$ cat src/core/nbc_pkg.sv
/*
  Package for the NAND bus host sequencer: bus timing counts, command codes,
  request kinds, sequencer states and the carrier structs.
  Assumes a 40 MHz system clock; every timing count is derived from it.
*/
package nbc_pkg;

  // ----------------------------------------------------------------
  // Clock and timing
  // ----------------------------------------------------------------
  localparam int unsigned NBC_CLK_PS   = 25000;
  localparam int unsigned NBC_T_WP_NS  = 12;
  localparam int unsigned NBC_T_WH_NS  = 10;
  localparam int unsigned NBC_T_WB_NS  = 100;
  localparam int unsigned NBC_T_ADL_NS = 70;
  localparam int unsigned NBC_T_RHW_NS = 60;
  localparam int unsigned NBC_T_REA_NS = 22;
  localparam int unsigned NBC_T_POR_US = 1000;
  // Pin sampler latency: three stages plus the agreement flop
  localparam int unsigned NBC_SYNC_LAT = 4;

  function automatic int unsigned nbc_cyc(input int unsigned ns);
    nbc_cyc = (ns * 1000 + NBC_CLK_PS - 1) / NBC_CLK_PS;
    if (nbc_cyc == 0)
      nbc_cyc = 1;
  endfunction

  localparam int unsigned NBC_WP_CYC  = nbc_cyc(NBC_T_WP_NS);
  localparam int unsigned NBC_WH_CYC  = nbc_cyc(NBC_T_WH_NS);
  localparam int unsigned NBC_WB_CYC  = nbc_cyc(NBC_T_WB_NS);
  localparam int unsigned NBC_ADL_CYC = nbc_cyc(NBC_T_ADL_NS);
  localparam int unsigned NBC_RHW_CYC = nbc_cyc(NBC_T_RHW_NS);
  localparam int unsigned NBC_RE_CYC  = nbc_cyc(NBC_T_REA_NS) + NBC_SYNC_LAT;
  localparam int unsigned NBC_POR_CYC = (NBC_T_POR_US * 1000000) / NBC_CLK_PS;
  localparam int unsigned NBC_CNT_W   = 16;
  localparam int unsigned NBC_FIFO_DEPTH = 8;

  // ----------------------------------------------------------------
  // Command codes
  // ----------------------------------------------------------------
  localparam logic [7:0] NBC_C_READ   = 8'h00;
  localparam logic [7:0] NBC_C_RDO    = 8'h05;
  localparam logic [7:0] NBC_C_PROG   = 8'h80;
  localparam logic [7:0] NBC_C_PROG_L = 8'h81;
  localparam logic [7:0] NBC_C_RDI    = 8'h85;
  localparam logic [7:0] NBC_C_ERASE  = 8'h60;
  localparam logic [7:0] NBC_C_RD_GO  = 8'h30;
  localparam logic [7:0] NBC_C_CACHE  = 8'h31;
  localparam logic [7:0] NBC_C_RDO_GO = 8'hE0;
  localparam logic [7:0] NBC_C_PG_GO  = 8'h10;
  localparam logic [7:0] NBC_C_PG_PL  = 8'h11;
  localparam logic [7:0] NBC_C_PG_CCH = 8'h15;
  localparam logic [7:0] NBC_C_ER_GO  = 8'hD0;
  localparam logic [7:0] NBC_C_ER_PL  = 8'hD1;
  localparam logic [7:0] NBC_C_CEND   = 8'h3F;
  localparam logic [7:0] NBC_C_ID     = 8'h90;
  localparam logic [7:0] NBC_C_PARAM  = 8'hEC;
  localparam logic [7:0] NBC_C_UID    = 8'hED;
  localparam logic [7:0] NBC_C_SETF   = 8'hEF;
  localparam logic [7:0] NBC_C_GETF   = 8'hEE;
  localparam logic [7:0] NBC_C_PROT   = 8'h7A;
  localparam logic [7:0] NBC_C_STAT   = 8'h70;
  localparam logic [7:0] NBC_C_STAT_E = 8'h78;
  localparam logic [7:0] NBC_C_RESET  = 8'hFF;

  // ----------------------------------------------------------------
  // Types
  // ----------------------------------------------------------------
  typedef enum logic [2:0] {K_CMD, K_ADDR, K_DIN, K_DOUT, K_WAIT} nbc_kind_t;

  typedef enum logic [3:0] {
    ST_POR, ST_IDLE, ST_DATA_WAIT, ST_SETUP, ST_WE_LOW, ST_WE_HIGH,
    ST_RE_LOW, ST_RE_HIGH, ST_WAIT_RDY
  } nbc_fsm_t;

  typedef enum logic [2:0] {SQ_NONE, SQ_RD, SQ_RDO, SQ_PG, SQ_PG2, SQ_ER, SQ_ER2} nbc_seq_t;

  typedef struct packed {
    nbc_kind_t  kind;
    logic [7:0] data;
  } nbc_req_t;

  typedef struct packed {
    logic       ce_b;
    logic       cle;
    logic       ale;
    logic       we_b;
    logic       re_b;
    logic       wp_b;
    logic       io_oe;
    logic [7:0] io;
  } nbc_pins_t;

  typedef struct packed {
    logic     ok;
    nbc_seq_t nxt;
  } nbc_step_t;

endpackage

$ cat src/core/nbc_fifo.sv
/*
  Write-data FIFO with valid/ready on both sides.
  Assumes a single clock; both ready and valid are registered.
*/
`timescale 1ns/1ps
`default_nettype none

module nbc_fifo
  import nbc_pkg::*;
#(
  parameter int unsigned WIDTH = 8,
  parameter int unsigned DEPTH = NBC_FIFO_DEPTH
) (
  input  wire logic             clk_sys_in,
  input  wire logic             rst_b_in,
  input  wire logic             in_valid_in,
  output logic                  in_ready_out,
  input  wire logic [WIDTH-1:0] in_data_in,
  output logic                  out_valid_out,
  input  wire logic             out_ready_in,
  output logic      [WIDTH-1:0] out_data_out
);

  localparam int unsigned AW = (DEPTH > 1) ? $clog2(DEPTH) : 1;

  typedef struct packed {
    logic [DEPTH-1:0][WIDTH-1:0] mem;
    logic [AW-1:0]               wr;
    logic [AW-1:0]               rd;
    logic [AW:0]                 count;
    logic                        in_ready;
    logic                        out_valid;
  } nbc_fifo_st_t;

  nbc_fifo_st_t st;
  nbc_fifo_st_t next_st;
  logic         push;
  logic         pop;

  assign push          = in_valid_in && st.in_ready;
  assign pop           = out_ready_in && st.out_valid;
  assign in_ready_out  = st.in_ready;
  assign out_valid_out = st.out_valid;
  assign out_data_out  = st.mem[st.rd];

  always_comb
  begin
    next_st = st;
    if (push)
    begin
      next_st.mem[st.wr] = in_data_in;
      next_st.wr = (st.wr == AW'(DEPTH - 1)) ? '0 : st.wr + 1'b1;
    end
    if (pop)
      next_st.rd = (st.rd == AW'(DEPTH - 1)) ? '0 : st.rd + 1'b1;
    next_st.count     = st.count + (AW + 1)'(push) - (AW + 1)'(pop);
    next_st.in_ready  = (next_st.count < (AW + 1)'(DEPTH));
    next_st.out_valid = (next_st.count != '0);
  end

  always_ff @(posedge clk_sys_in or negedge rst_b_in)
  begin
    if (!rst_b_in)
      st <= '{mem: '0, wr: '0, rd: '0, count: '0, in_ready: 1'b1, out_valid: 1'b0};
    else
      st <= next_st;
  end

endmodule
`default_nettype wire

$ cat src/core/nbc_host.sv
/*
  NAND bus host sequencer: turns one request at a time (command, address,
  data-in or data-out) into one asynchronous NAND bus cycle; a wait-ready
  request drives no bus cycle and waits on ready/busy.
  Assumes the flash on the far side, a pull-up on ready/busy and a board
  that resolves the data bus from io_oe.
  // Operation
  // - Command cycle: CE low, CLE high, WE strobe
  // - Address cycle: CE low, ALE high, WE strobe
  // - Data in on WE, data out on RE
  // - Read, program, erase, reset command sequences
  // - Two-plane program 80-11-80-10 or 15
  // - Two-plane erase 60-D1-60-D0
  // - Legacy two-plane 80-11-81 and 60-60-D0
  // - After power-up wait ready or 1 ms
  // - Hold write protect low during power-up
*/
`timescale 1ns/1ps
`default_nettype none

module nbc_host
  import nbc_pkg::*;
#(
  parameter int unsigned POR_CYCLES = NBC_POR_CYC
) (
  input  wire logic      clk_sys_in,
  input  wire logic      rst_b_in,
  input  wire logic      wp_req_in,
  input  wire logic      req_valid_in,
  input  wire nbc_req_t  req_in,
  output logic           req_ready_out,
  output logic           done_out,
  output logic           err_out,
  input  wire logic      wdata_valid_in,
  input  wire logic [7:0] wdata_in,
  output logic           wdata_ready_out,
  output logic           rd_valid_out,
  output logic     [7:0] rd_data_out,
  output nbc_pins_t      pins_out,
  input  wire logic [7:0] io_in,
  input  wire logic      rb_b_in
);

  typedef struct packed {
    nbc_fsm_t               fsm;
    nbc_seq_t               seq;
    nbc_kind_t              kind;
    logic [NBC_CNT_W-1:0]   cnt;
    nbc_pins_t              pins;
    logic                   ready;
    logic                   done;
    logic                   err;
    logic                   rd_valid;
    logic [7:0]             rd_data;
    logic [7:0]             io_s1;
    logic [7:0]             io_s2;
    logic [7:0]             io_s3;
    logic [7:0]             io_q;
    logic                   rb_s1;
    logic                   rb_s2;
    logic                   rb_s3;
    logic                   rb_q;
  } nbc_st_t;

  localparam nbc_pins_t PINS_RST = '{ce_b: 1'b1, cle: 1'b0, ale: 1'b0, we_b: 1'b1,
                                     re_b: 1'b1, wp_b: 1'b0, io_oe: 1'b0, io: 8'h00};

  nbc_st_t    st;
  nbc_st_t    next_st;
  logic       fire;
  logic       busy;
  logic       f_valid;
  logic       f_pop;
  logic [7:0] f_data;
  nbc_step_t  step;
  logic       exempt;
  logic       wr_type;

  // ----------------------------------------------------------------
  // Command sequence tracking
  // ----------------------------------------------------------------
  // legal command order
  function automatic nbc_step_t seq_step(input nbc_seq_t s, input logic [7:0] c);
    seq_step = '{ok: 1'b0, nxt: s};
    unique case (c)
      NBC_C_READ:   seq_step = '{ok: (s == SQ_NONE), nxt: SQ_RD};
      NBC_C_RDO:    seq_step = '{ok: (s == SQ_NONE), nxt: SQ_RDO};
      NBC_C_RD_GO:  seq_step = '{ok: (s == SQ_RD), nxt: SQ_NONE};
      NBC_C_CACHE:  seq_step = '{ok: (s == SQ_RD) || (s == SQ_NONE), nxt: SQ_NONE};
      NBC_C_RDO_GO: seq_step = '{ok: (s == SQ_RDO), nxt: SQ_NONE};
      NBC_C_PROG:   seq_step = '{ok: (s == SQ_NONE) || (s == SQ_PG2), nxt: SQ_PG};
      NBC_C_PROG_L: seq_step = '{ok: (s == SQ_PG2), nxt: SQ_PG};
      NBC_C_RDI:    seq_step = '{ok: (s == SQ_PG), nxt: SQ_PG};
      NBC_C_PG_GO:  seq_step = '{ok: (s == SQ_PG), nxt: SQ_NONE};
      NBC_C_PG_CCH: seq_step = '{ok: (s == SQ_PG), nxt: SQ_NONE};
      NBC_C_PG_PL:  seq_step = '{ok: (s == SQ_PG), nxt: SQ_PG2};
      NBC_C_ERASE:  seq_step = '{ok: (s == SQ_NONE) || (s == SQ_ER) || (s == SQ_ER2),
                                 nxt: SQ_ER};
      NBC_C_ER_GO:  seq_step = '{ok: (s == SQ_ER), nxt: SQ_NONE};
      NBC_C_ER_PL:  seq_step = '{ok: (s == SQ_ER), nxt: SQ_ER2};
      NBC_C_PARAM, NBC_C_UID, NBC_C_PROT, NBC_C_CEND, NBC_C_ID, NBC_C_SETF,
      NBC_C_GETF:   seq_step = '{ok: (s == SQ_NONE), nxt: SQ_NONE};
      NBC_C_STAT, NBC_C_STAT_E: seq_step = '{ok: 1'b1, nxt: s};
      NBC_C_RESET:  seq_step = '{ok: 1'b1, nxt: SQ_NONE};
      default:      seq_step = '{ok: 1'b0, nxt: s};
    endcase
  endfunction

  assign fire    = req_valid_in && st.ready;
  assign busy    = !st.rb_q;
  assign step    = seq_step(st.seq, req_in.data);
  assign exempt  = (req_in.data == NBC_C_STAT) || (req_in.data == NBC_C_STAT_E)
                   || (req_in.data == NBC_C_RESET);
  assign wr_type = (req_in.data == NBC_C_PROG) || (req_in.data == NBC_C_PROG_L)
                   || (req_in.data == NBC_C_RDI) || (req_in.data == NBC_C_PG_GO)
                   || (req_in.data == NBC_C_PG_PL) || (req_in.data == NBC_C_PG_CCH)
                   || (req_in.data == NBC_C_ERASE) || (req_in.data == NBC_C_ER_GO)
                   || (req_in.data == NBC_C_ER_PL);

  // Back-pressure: a data-in request stalls until the FIFO has a byte
  nbc_fifo #(
    .WIDTH (8),
    .DEPTH (NBC_FIFO_DEPTH)
  ) u_fifo (
    .clk_sys_in    (clk_sys_in),
    .rst_b_in      (rst_b_in),
    .in_valid_in   (wdata_valid_in),
    .in_ready_out  (wdata_ready_out),
    .in_data_in    (wdata_in),
    .out_valid_out (f_valid),
    .out_ready_in  (f_pop),
    .out_data_out  (f_data)
  );

  // ----------------------------------------------------------------
  // Sequencer
  // ----------------------------------------------------------------
  always_comb
  begin
    next_st          = st;
    f_pop            = 1'b0;
    next_st.done     = 1'b0;
    next_st.err      = 1'b0;
    next_st.rd_valid = 1'b0;
    next_st.io_s1    = io_in;
    next_st.io_s2    = st.io_s1;
    next_st.io_s3    = st.io_s2;
    next_st.rb_s1    = rb_b_in;
    next_st.rb_s2    = st.rb_s1;
    next_st.rb_s3    = st.rb_s2;
    // Glitch filter: take a change only once two late stages agree
    if (st.io_s2 == st.io_s3)
      next_st.io_q = st.io_s3;
    if (st.rb_s2 == st.rb_s3)
      next_st.rb_q = st.rb_s3;
    unique case (st.fsm)
      ST_POR:
      begin
        // no command until ready or timeout
        next_st.cnt = st.cnt + 1'b1;
        if ((st.cnt == NBC_CNT_W'(POR_CYCLES - 1))
            || (st.rb_q && (st.cnt >= NBC_CNT_W'(NBC_WB_CYC))))
        begin
          next_st.fsm       = ST_IDLE;
          next_st.ready     = 1'b1;
          next_st.pins.wp_b = !wp_req_in;
        end
      end
      ST_IDLE:
      begin
        next_st.pins.wp_b = !wp_req_in;
        if (fire)
        begin
          next_st.ready = 1'b0;
          next_st.kind  = req_in.kind;
          next_st.cnt   = '0;
          unique case (req_in.kind)
            K_CMD:
            begin
              if (!step.ok || (busy && !exempt) || (wr_type && wp_req_in))
              begin
                next_st.err   = 1'b1;
                next_st.done  = 1'b1;
                next_st.ready = 1'b1;
              end
              else
              begin
                next_st.seq        = step.nxt;
                next_st.fsm        = ST_SETUP;
                next_st.pins.ce_b  = 1'b0;
                next_st.pins.cle   = 1'b1;
                next_st.pins.io    = req_in.data;
                next_st.pins.io_oe = 1'b1;
              end
            end
            K_ADDR:
            begin
              if (busy)
              begin
                next_st.err   = 1'b1;
                next_st.done  = 1'b1;
                next_st.ready = 1'b1;
              end
              else
              begin
                next_st.fsm        = ST_SETUP;
                next_st.pins.ce_b  = 1'b0;
                next_st.pins.ale   = 1'b1;
                next_st.pins.io    = req_in.data;
                next_st.pins.io_oe = 1'b1;
              end
            end
            K_DIN:
            begin
              if (busy || wp_req_in)
              begin
                next_st.err   = 1'b1;
                next_st.done  = 1'b1;
                next_st.ready = 1'b1;
              end
              else
              begin
                next_st.fsm       = ST_DATA_WAIT;
                next_st.pins.ce_b = 1'b0;
              end
            end
            K_DOUT:
            begin
              if (busy)
              begin
                next_st.err   = 1'b1;
                next_st.done  = 1'b1;
                next_st.ready = 1'b1;
              end
              else
              begin
                // device drives the bus while RE is low
                next_st.fsm       = ST_RE_LOW;
                next_st.pins.ce_b = 1'b0;
                next_st.pins.re_b = 1'b0;
              end
            end
            K_WAIT:
              next_st.fsm = ST_WAIT_RDY;
            default:
            begin
              next_st.err   = 1'b1;
              next_st.done  = 1'b1;
              next_st.ready = 1'b1;
            end
          endcase
        end
      end
      ST_DATA_WAIT:
      begin
        if (f_valid)
        begin
          f_pop              = 1'b1;
          next_st.pins.io    = f_data;
          next_st.pins.io_oe = 1'b1;
          next_st.fsm        = ST_SETUP;
        end
      end
      ST_SETUP:
      begin
        next_st.pins.we_b = 1'b0;
        next_st.fsm       = ST_WE_LOW;
      end
      ST_WE_LOW:
      begin
        next_st.cnt = st.cnt + 1'b1;
        if (st.cnt == NBC_CNT_W'(NBC_WP_CYC - 1))
        begin
          next_st.pins.we_b = 1'b1;
          next_st.cnt       = '0;
          next_st.fsm       = ST_WE_HIGH;
        end
      end
      ST_WE_HIGH:
      begin
        next_st.cnt = st.cnt + 1'b1;
        // Commands wait out WE-to-busy, addresses the address-to-data gap
        if (((st.kind == K_CMD) && (st.cnt == NBC_CNT_W'(NBC_WB_CYC - 1)))
            || ((st.kind == K_ADDR) && (st.cnt == NBC_CNT_W'(NBC_ADL_CYC - 1)))
            || ((st.kind == K_DIN) && (st.cnt == NBC_CNT_W'(NBC_WH_CYC - 1))))
        begin
          next_st.pins.ce_b  = 1'b1;
          next_st.pins.cle   = 1'b0;
          next_st.pins.ale   = 1'b0;
          next_st.pins.io_oe = 1'b0;
          next_st.done       = 1'b1;
          next_st.ready      = 1'b1;
          next_st.fsm        = ST_IDLE;
        end
      end
      ST_RE_LOW:
      begin
        next_st.cnt = st.cnt + 1'b1;
        if (st.cnt == NBC_CNT_W'(NBC_RE_CYC - 1))
        begin
          next_st.pins.re_b = 1'b1;
          next_st.rd_data   = st.io_q;
          next_st.rd_valid  = 1'b1;
          next_st.cnt       = '0;
          next_st.fsm       = ST_RE_HIGH;
        end
      end
      ST_RE_HIGH:
      begin
        next_st.cnt = st.cnt + 1'b1;
        if (st.cnt == NBC_CNT_W'(NBC_RHW_CYC - 1))
        begin
          next_st.pins.ce_b = 1'b1;
          next_st.done      = 1'b1;
          next_st.ready     = 1'b1;
          next_st.fsm       = ST_IDLE;
        end
      end
      ST_WAIT_RDY:
      begin
        // done once ready/busy is high after tWB
        if (st.cnt < NBC_CNT_W'(NBC_WB_CYC))
          next_st.cnt = st.cnt + 1'b1;
        else if (st.rb_q)
        begin
          next_st.done  = 1'b1;
          next_st.ready = 1'b1;
          next_st.fsm   = ST_IDLE;
        end
      end
    endcase
  end

  always_ff @(posedge clk_sys_in or negedge rst_b_in)
  begin
    if (!rst_b_in)
      st <= '{fsm: ST_POR, seq: SQ_NONE, kind: K_WAIT, cnt: '0, pins: PINS_RST,
              ready: 1'b0, done: 1'b0, err: 1'b0, rd_valid: 1'b0, rd_data: 8'h00,
              io_s1: 8'h00, io_s2: 8'h00, io_s3: 8'h00, io_q: 8'h00,
              rb_s1: 1'b0, rb_s2: 1'b0, rb_s3: 1'b0, rb_q: 1'b0};
    else
      st <= next_st;
  end

  assign req_ready_out = st.ready;
  assign done_out      = st.done;
  assign err_out       = st.err;
  assign rd_valid_out  = st.rd_valid;
  assign rd_data_out   = st.rd_data;
  assign pins_out      = st.pins;

  // ----------------------------------------------------------------
  // Assertions
  // ----------------------------------------------------------------
  a_cmd_strobe: assert property (@(posedge clk_sys_in) disable iff (!rst_b_in)
    $fell(st.pins.we_b) && st.pins.cle |-> !st.pins.ale && !st.pins.ce_b && st.pins.re_b)
    else $error("command strobe with wrong control levels");

  a_addr_strobe: assert property (@(posedge clk_sys_in) disable iff (!rst_b_in)
    $fell(st.pins.we_b) && st.pins.ale |-> !st.pins.cle && !st.pins.ce_b && st.pins.io_oe)
    else $error("address strobe with wrong control levels");

  a_read_levels: assert property (@(posedge clk_sys_in) disable iff (!rst_b_in)
    $fell(st.pins.re_b) |-> st.pins.we_b && !st.pins.io_oe && !st.pins.ce_b
      ##(NBC_RE_CYC) st.rd_valid)
    else $error("read strobe not followed by captured byte");

  a_undef_refused: assert property (@(posedge clk_sys_in) disable iff (!rst_b_in)
    fire && (req_in.kind == K_CMD) && !step.ok |=> st.err && st.done && st.pins.we_b)
    else $error("undefined or out-of-order command not refused");

  a_busy_gate: assert property (@(posedge clk_sys_in) disable iff (!rst_b_in)
    fire && (req_in.kind == K_CMD) && busy && !exempt |=> st.err ##1 st.pins.we_b)
    else $error("command issued while busy");

  a_por_quiet: assert property (@(posedge clk_sys_in) disable iff (!rst_b_in)
    (st.fsm == ST_POR) |-> st.pins.ce_b && !st.pins.wp_b && !st.ready)
    else $error("bus active during power-up wait");

  a_wp_inhibit: assert property (@(posedge clk_sys_in) disable iff (!rst_b_in)
    $fell(st.pins.we_b) && st.pins.cle && (st.pins.io == NBC_C_PROG) |-> st.pins.wp_b)
    else $error("program issued under write protect");

  a_idle_float: assert property (@(posedge clk_sys_in) disable iff (!rst_b_in)
    (st.fsm == ST_IDLE) |-> st.pins.ce_b && !st.pins.io_oe && st.pins.we_b && st.pins.re_b)
    else $error("bus not released when idle");

  a_wait_ready: assert property (@(posedge clk_sys_in) disable iff (!rst_b_in)
    (st.fsm == ST_WAIT_RDY) && busy |=> !st.done)
    else $error("wait completed while device busy");

endmodule
`default_nettype wire

$ cat config.mk
export PLATFORM = sky130hd
export DESIGN_NAME = nbc_host
export DESIGN_NICKNAME = d
export VERILOG_FILES = /design/src/core/nbc_pkg.sv /design/src/core/nbc_fifo.sv /design/src/core/nbc_host.sv
export SDC_FILE = /design/constraint.sdc
export NUM_CORES = 1
export LEC_CHECK = 0
export BUFFER_PORTS_ARGS = -buffer_cell sky130_fd_sc_hd__buf_2
export CAP_MARGIN = 20
export CORE_UTILIZATION = 45
export CTS_BUF_LIST = sky130_fd_sc_hd__clkbuf_8
export DETAILED_ROUTE_END_ITERATION = 7
export SLEW_MARGIN = 20
export SYNTH_ARGS = -nofsm -noshare
export SYNTH_HDL_FRONTEND = slang
export SYNTH_SLANG_ARGS = --single-unit
$ cat constraint.sdc
create_clock -name clk_sys_in -period 10.17 [get_ports clk_sys_in]
set_clock_uncertainty 0.2 [all_clocks]
set_input_delay 3.051 -clock clk_sys_in [delete_from_list [all_inputs] [get_ports clk_sys_in]]
set_output_delay 3.051 -clock clk_sys_in [all_outputs]
set_load 0.02 [all_outputs]
==> implementation parameters <==
Parameter                              Value

Final layout
  Leading cell type in the layout, fill and taps excluded ... sky130_fd_sc_hd__dfrtp_1
  Area growth syn-to-layout ... 8.54%
  Most used cells in the layout excluding fill and tap cells ... 160 x sky130_fd_sc_hd__dfrtp_1, 93 x sky130_fd_sc_hd__mux2_2, 59 x sky130_fd_sc_hd__buf_2, 49 x sky130_fd_sc_hd__nor2_1, 40 x sky130_fd_sc_hd__nand2_1
  Number of diodes ... 0
  Fin nets ... 783
  Share of post-route cells with drive strength above 1 ... 0.303
  Final standard cell count with taps included and fillers excluded ... 978

Critical path
  Crit path capture type ... flip-flop
  Reg2Reg Launch Point ... st[88]
  Required time of the critical path ... 10.28 ns
  Setup slack of the most critical reg-to-reg path ... 5.85 ns
  Critical Path Start Type ... input port
  Critical path launch point ... req_in[9]
  Start-to-end type of the worst setup path ... in -> reg
  Arrival time of data at the critical path endpoint ... 5.95 ns
  Crit path max fanout ... 9

Floorplanning
  Initial Utilization ... 0.458
  Rows ... 49
  Total core area ... 18000 um2
  Die area ... 18800 um2
  Die width ... 137 um
  Count of pins on the block boundary ... 61
  Die span in y ... 137 um

Timing
  Slew HR ... 0.366
  Fin Setup TNS ... 0 ns
  Achievable Freq ... 171 MHz
  Number of endpoints failing setup at the final stage ... 0
  Period minus WS final ... 5.83 ns
  Slew Viols, Final ... 0
  Post-route worst hold slack ... 0.155 ns
  Part of the cycle the worst path needs ... 0.573
  Tightest Pin Transition ... 0.947 ns
  Setup repair after global routing missed its margin ... no
  Final hold violation count ... 0

Drt
  Average wire per standard cell ... 18.6 um
  Vias after detailed routing ... 5616
  Wire length reported by the detailed router ... 18.2 mm
  Via-per-instance ratio ... 5.74
  Iter 0 DRT Violations ... 510
  Routed Antenna Nets ... 0
  DRC ... 0
  Number of iterations in the first detailed-routing pass ... 5

Global routing
  Final global-route overflow total ... 0
  Wire length of the first global-routing pass ... 29.6 mm
  Number of global-route vias before repair ... 5511
  Overall routing resource usage ... 0.208
  Pin count of the biggest net entering global routing ... 84
  Number of antenna violations at the first check in global routing ... 0

Pwr
  Max rail drop VDD ... 132 uV
  Power density over cell area ... 246 nW/um2
  Cell leakage power ... 4.01 nW

Place
  Weighted congestion reported at the end of routability-driven placement ... 0.949
  Count of buffers from port buffering ... 60
  Half-perimeter wire length after placement ... 12.6 mm
  Number of instances in the placed design ... 948

Clocking
  Cts hold-fix bufs ... 0
  Setup fix buffers added after clock tree synthesis ... 0
  Clock buffer count from CTS ... 17
  Total of cells resized after clock tree synthesis ... 0
  Worst-Skew Late Latency ... 0.45 ns
  CTS root buf ... sky130_fd_sc_hd__clkbuf_8
  Clock edge transition at the registers on the reported setup and hold paths ... 0.08 ns
  CTS H-tree lvls ... 4
  Max Root-Sink Buffers ... 2
  Total clock sinks ... 165
  CTS tree ... built

Logic synthesis
  Number of synthesized flops with an enable pin ... 0
  Fraction of registers with async set or reset after synthesis ... 1.00
  Portion of the post-synthesis area used by sequential elements ... 0.503
  Post-Synthesis Mean Instance Area ... 11.5 um2
  Post-Syn Area ... 8220 um2
  Count of yosys warnings during synthesis ... 0
  Most common flop cell mapped by yosys ... sky130_fd_sc_hd__dfrtp_1
  Number of nets produced by synthesis ... 760
  Number of synthesized register bits ... 165
  Post-Syn Instances ... 715
  Number of distinct library cells after synthesis ... 71

Job
  Max-Cap Viols ... 0

Hold path
  Kind of path behind the tightest hold check ... reg -> reg
  Worst min-delay path startpoint ... next_st[26]

Outcome
  Outcome ... completed
[registers in the layout (all words and copies together), names as in the netlist]
signal,cells
u_fifo.st,74
done_out,1
next_st,18
err_out,1
rd_valid_out,1
rd_data_out,8
u_fifo.in_ready_out,1
st,44
u_fifo.out_valid_out,1
pins_out,15
req_ready_out,1
[through the flow]
stage               setup WS, ns  utilization  power [mW]  area, um2
finish                      4.34        0.497        2.19       8920
global route                4.23        0.497        2.34       8920
CTS                         4.39        0.497        2.21       8920
detailed placement          3.93        0.475        1.74       8540
global placement            4.05        0.475        1.71       8540
floorplan                   4.03            -        1.55       8220
[cell families after synthesis]
logic type               share of synthesized area
adder cells (fa/ha/maj)                     0.0204
AND/OR/NAND/NOR                              0.133
XOR/XNOR                                    0.0181
multiplexers                                 0.185
AO/OA/AOI/OAI                               0.0892
flip-flops                                   0.503
buffers and inverters                       0.0522
[cell usage after synthesis (3+ instances only)]
library cell,instances,share of area
sky130_fd_sc_hd__nand4_1,7,0.0053
sky130_fd_sc_hd__nand2_1,40,0.018
sky130_fd_sc_hd__mux4_2,16,0.044
sky130_fd_sc_hd__nor4b_1,3,0.0032
sky130_fd_sc_hd__mux2i_1,11,0.013
sky130_fd_sc_hd__nand3_1,18,0.011
sky130_fd_sc_hd__or2_2,3,0.0023
sky130_fd_sc_hd__dfstp_2,5,0.016
sky130_fd_sc_hd__and3_1,10,0.0076
sky130_fd_sc_hd__buf_2,4,0.0024
sky130_fd_sc_hd__buf_1,3,0.0014
sky130_fd_sc_hd__a31oi_1,7,0.0053
sky130_fd_sc_hd__nor4_1,12,0.0091
sky130_fd_sc_hd__mux2_2,93,0.13
sky130_fd_sc_hd__or3_1,3,0.0023
sky130_fd_sc_hd__ha_1,11,0.017
sky130_fd_sc_hd__nor2b_1,7,0.0053
sky130_fd_sc_hd__clkbuf_1,31,0.014
sky130_fd_sc_hd__or4_1,3,0.0027
sky130_fd_sc_hd__dfrtp_1,160,0.49
sky130_fd_sc_hd__o22ai_1,5,0.0038
sky130_fd_sc_hd__a21oi_1,15,0.0091
sky130_fd_sc_hd__nand4b_1,4,0.0043
sky130_fd_sc_hd__a21o_1,4,0.0037
sky130_fd_sc_hd__nor2_1,49,0.022
sky130_fd_sc_hd__xor2_1,10,0.011
sky130_fd_sc_hd__xnor2_1,7,0.0075
sky130_fd_sc_hd__a41oi_1,3,0.0032
sky130_fd_sc_hd__or4bb_1,3,0.0041
sky130_fd_sc_hd__nand2b_1,6,0.0046
sky130_fd_sc_hd__and2_1,3,0.0023
sky130_fd_sc_hd__inv_1,26,0.012
sky130_fd_sc_hd__buf_4,23,0.021
sky130_fd_sc_hd__o21ai_0,34,0.021
sky130_fd_sc_hd__o31ai_1,7,0.0064
sky130_fd_sc_hd__nor3_1,17,0.010
sky130_fd_sc_hd__a211oi_1,4,0.0037
sky130_fd_sc_hd__nor3b_1,5,0.0046
[worst paths after layout]
path,to,cells after the start
min,next_st[18],0
min in group asynchronous,st[87],1
max reg2reg,u_fifo.out_valid_out,12
min reg2reg,next_st[18],0
max,u_fifo.out_valid_out,13
max in group asynchronous,pins_out[2],2
[report_power, final]
| part | internal, mW | switching (mW) |
|---|---|---|
| Sequential | 0.847 | 0.138 |
| Clock | 0.220 | 0.249 |
| Combinational | 0.362 | 0.379 |
| Total | 1.43 | 0.766 |
[critical path, stage by stage]
cell and delay [ns]:
sky130_fd_sc_hd__buf_2 0.15, sky130_fd_sc_hd__nor2_1 0.24, sky130_fd_sc_hd__a31oi_1 0.12, sky130_fd_sc_hd__o22ai_1 0.37, sky130_fd_sc_hd__or2_2 0.29, sky130_fd_sc_hd__inv_1 0.08, sky130_fd_sc_hd__ha_1 0.30, sky130_fd_sc_hd__inv_1 0.06
sky130_fd_sc_hd__ha_1 0.15, sky130_fd_sc_hd__inv_1 0.06, sky130_fd_sc_hd__fa_1 0.48, sky130_fd_sc_hd__inv_1 0.06, sky130_fd_sc_hd__or4_1 0.54
[layout make-up]
cell class	count	area (um2)
inverters	26	97.6
repair buffers	66	355
fillers	1638	9040
clock inverters	13	148
flip-flops and latches	165	4140
well taps	229	287
clock buffers	17	234
multi-input cells	462	3670
[per-layer routing]
layer | wire length (um) | vias up | global-route usage
met5 | 0 | - | 0
met4 | 274 | 0 | 0.0635
met3 | 809 | 19 | 0.0493
met2 | 8700 | 123 | 0.326
met1 | 8440 | 2858 | 0.286
li1 | - | 2616 | -
No activity file was read; power rests on OpenSTA's default activity.
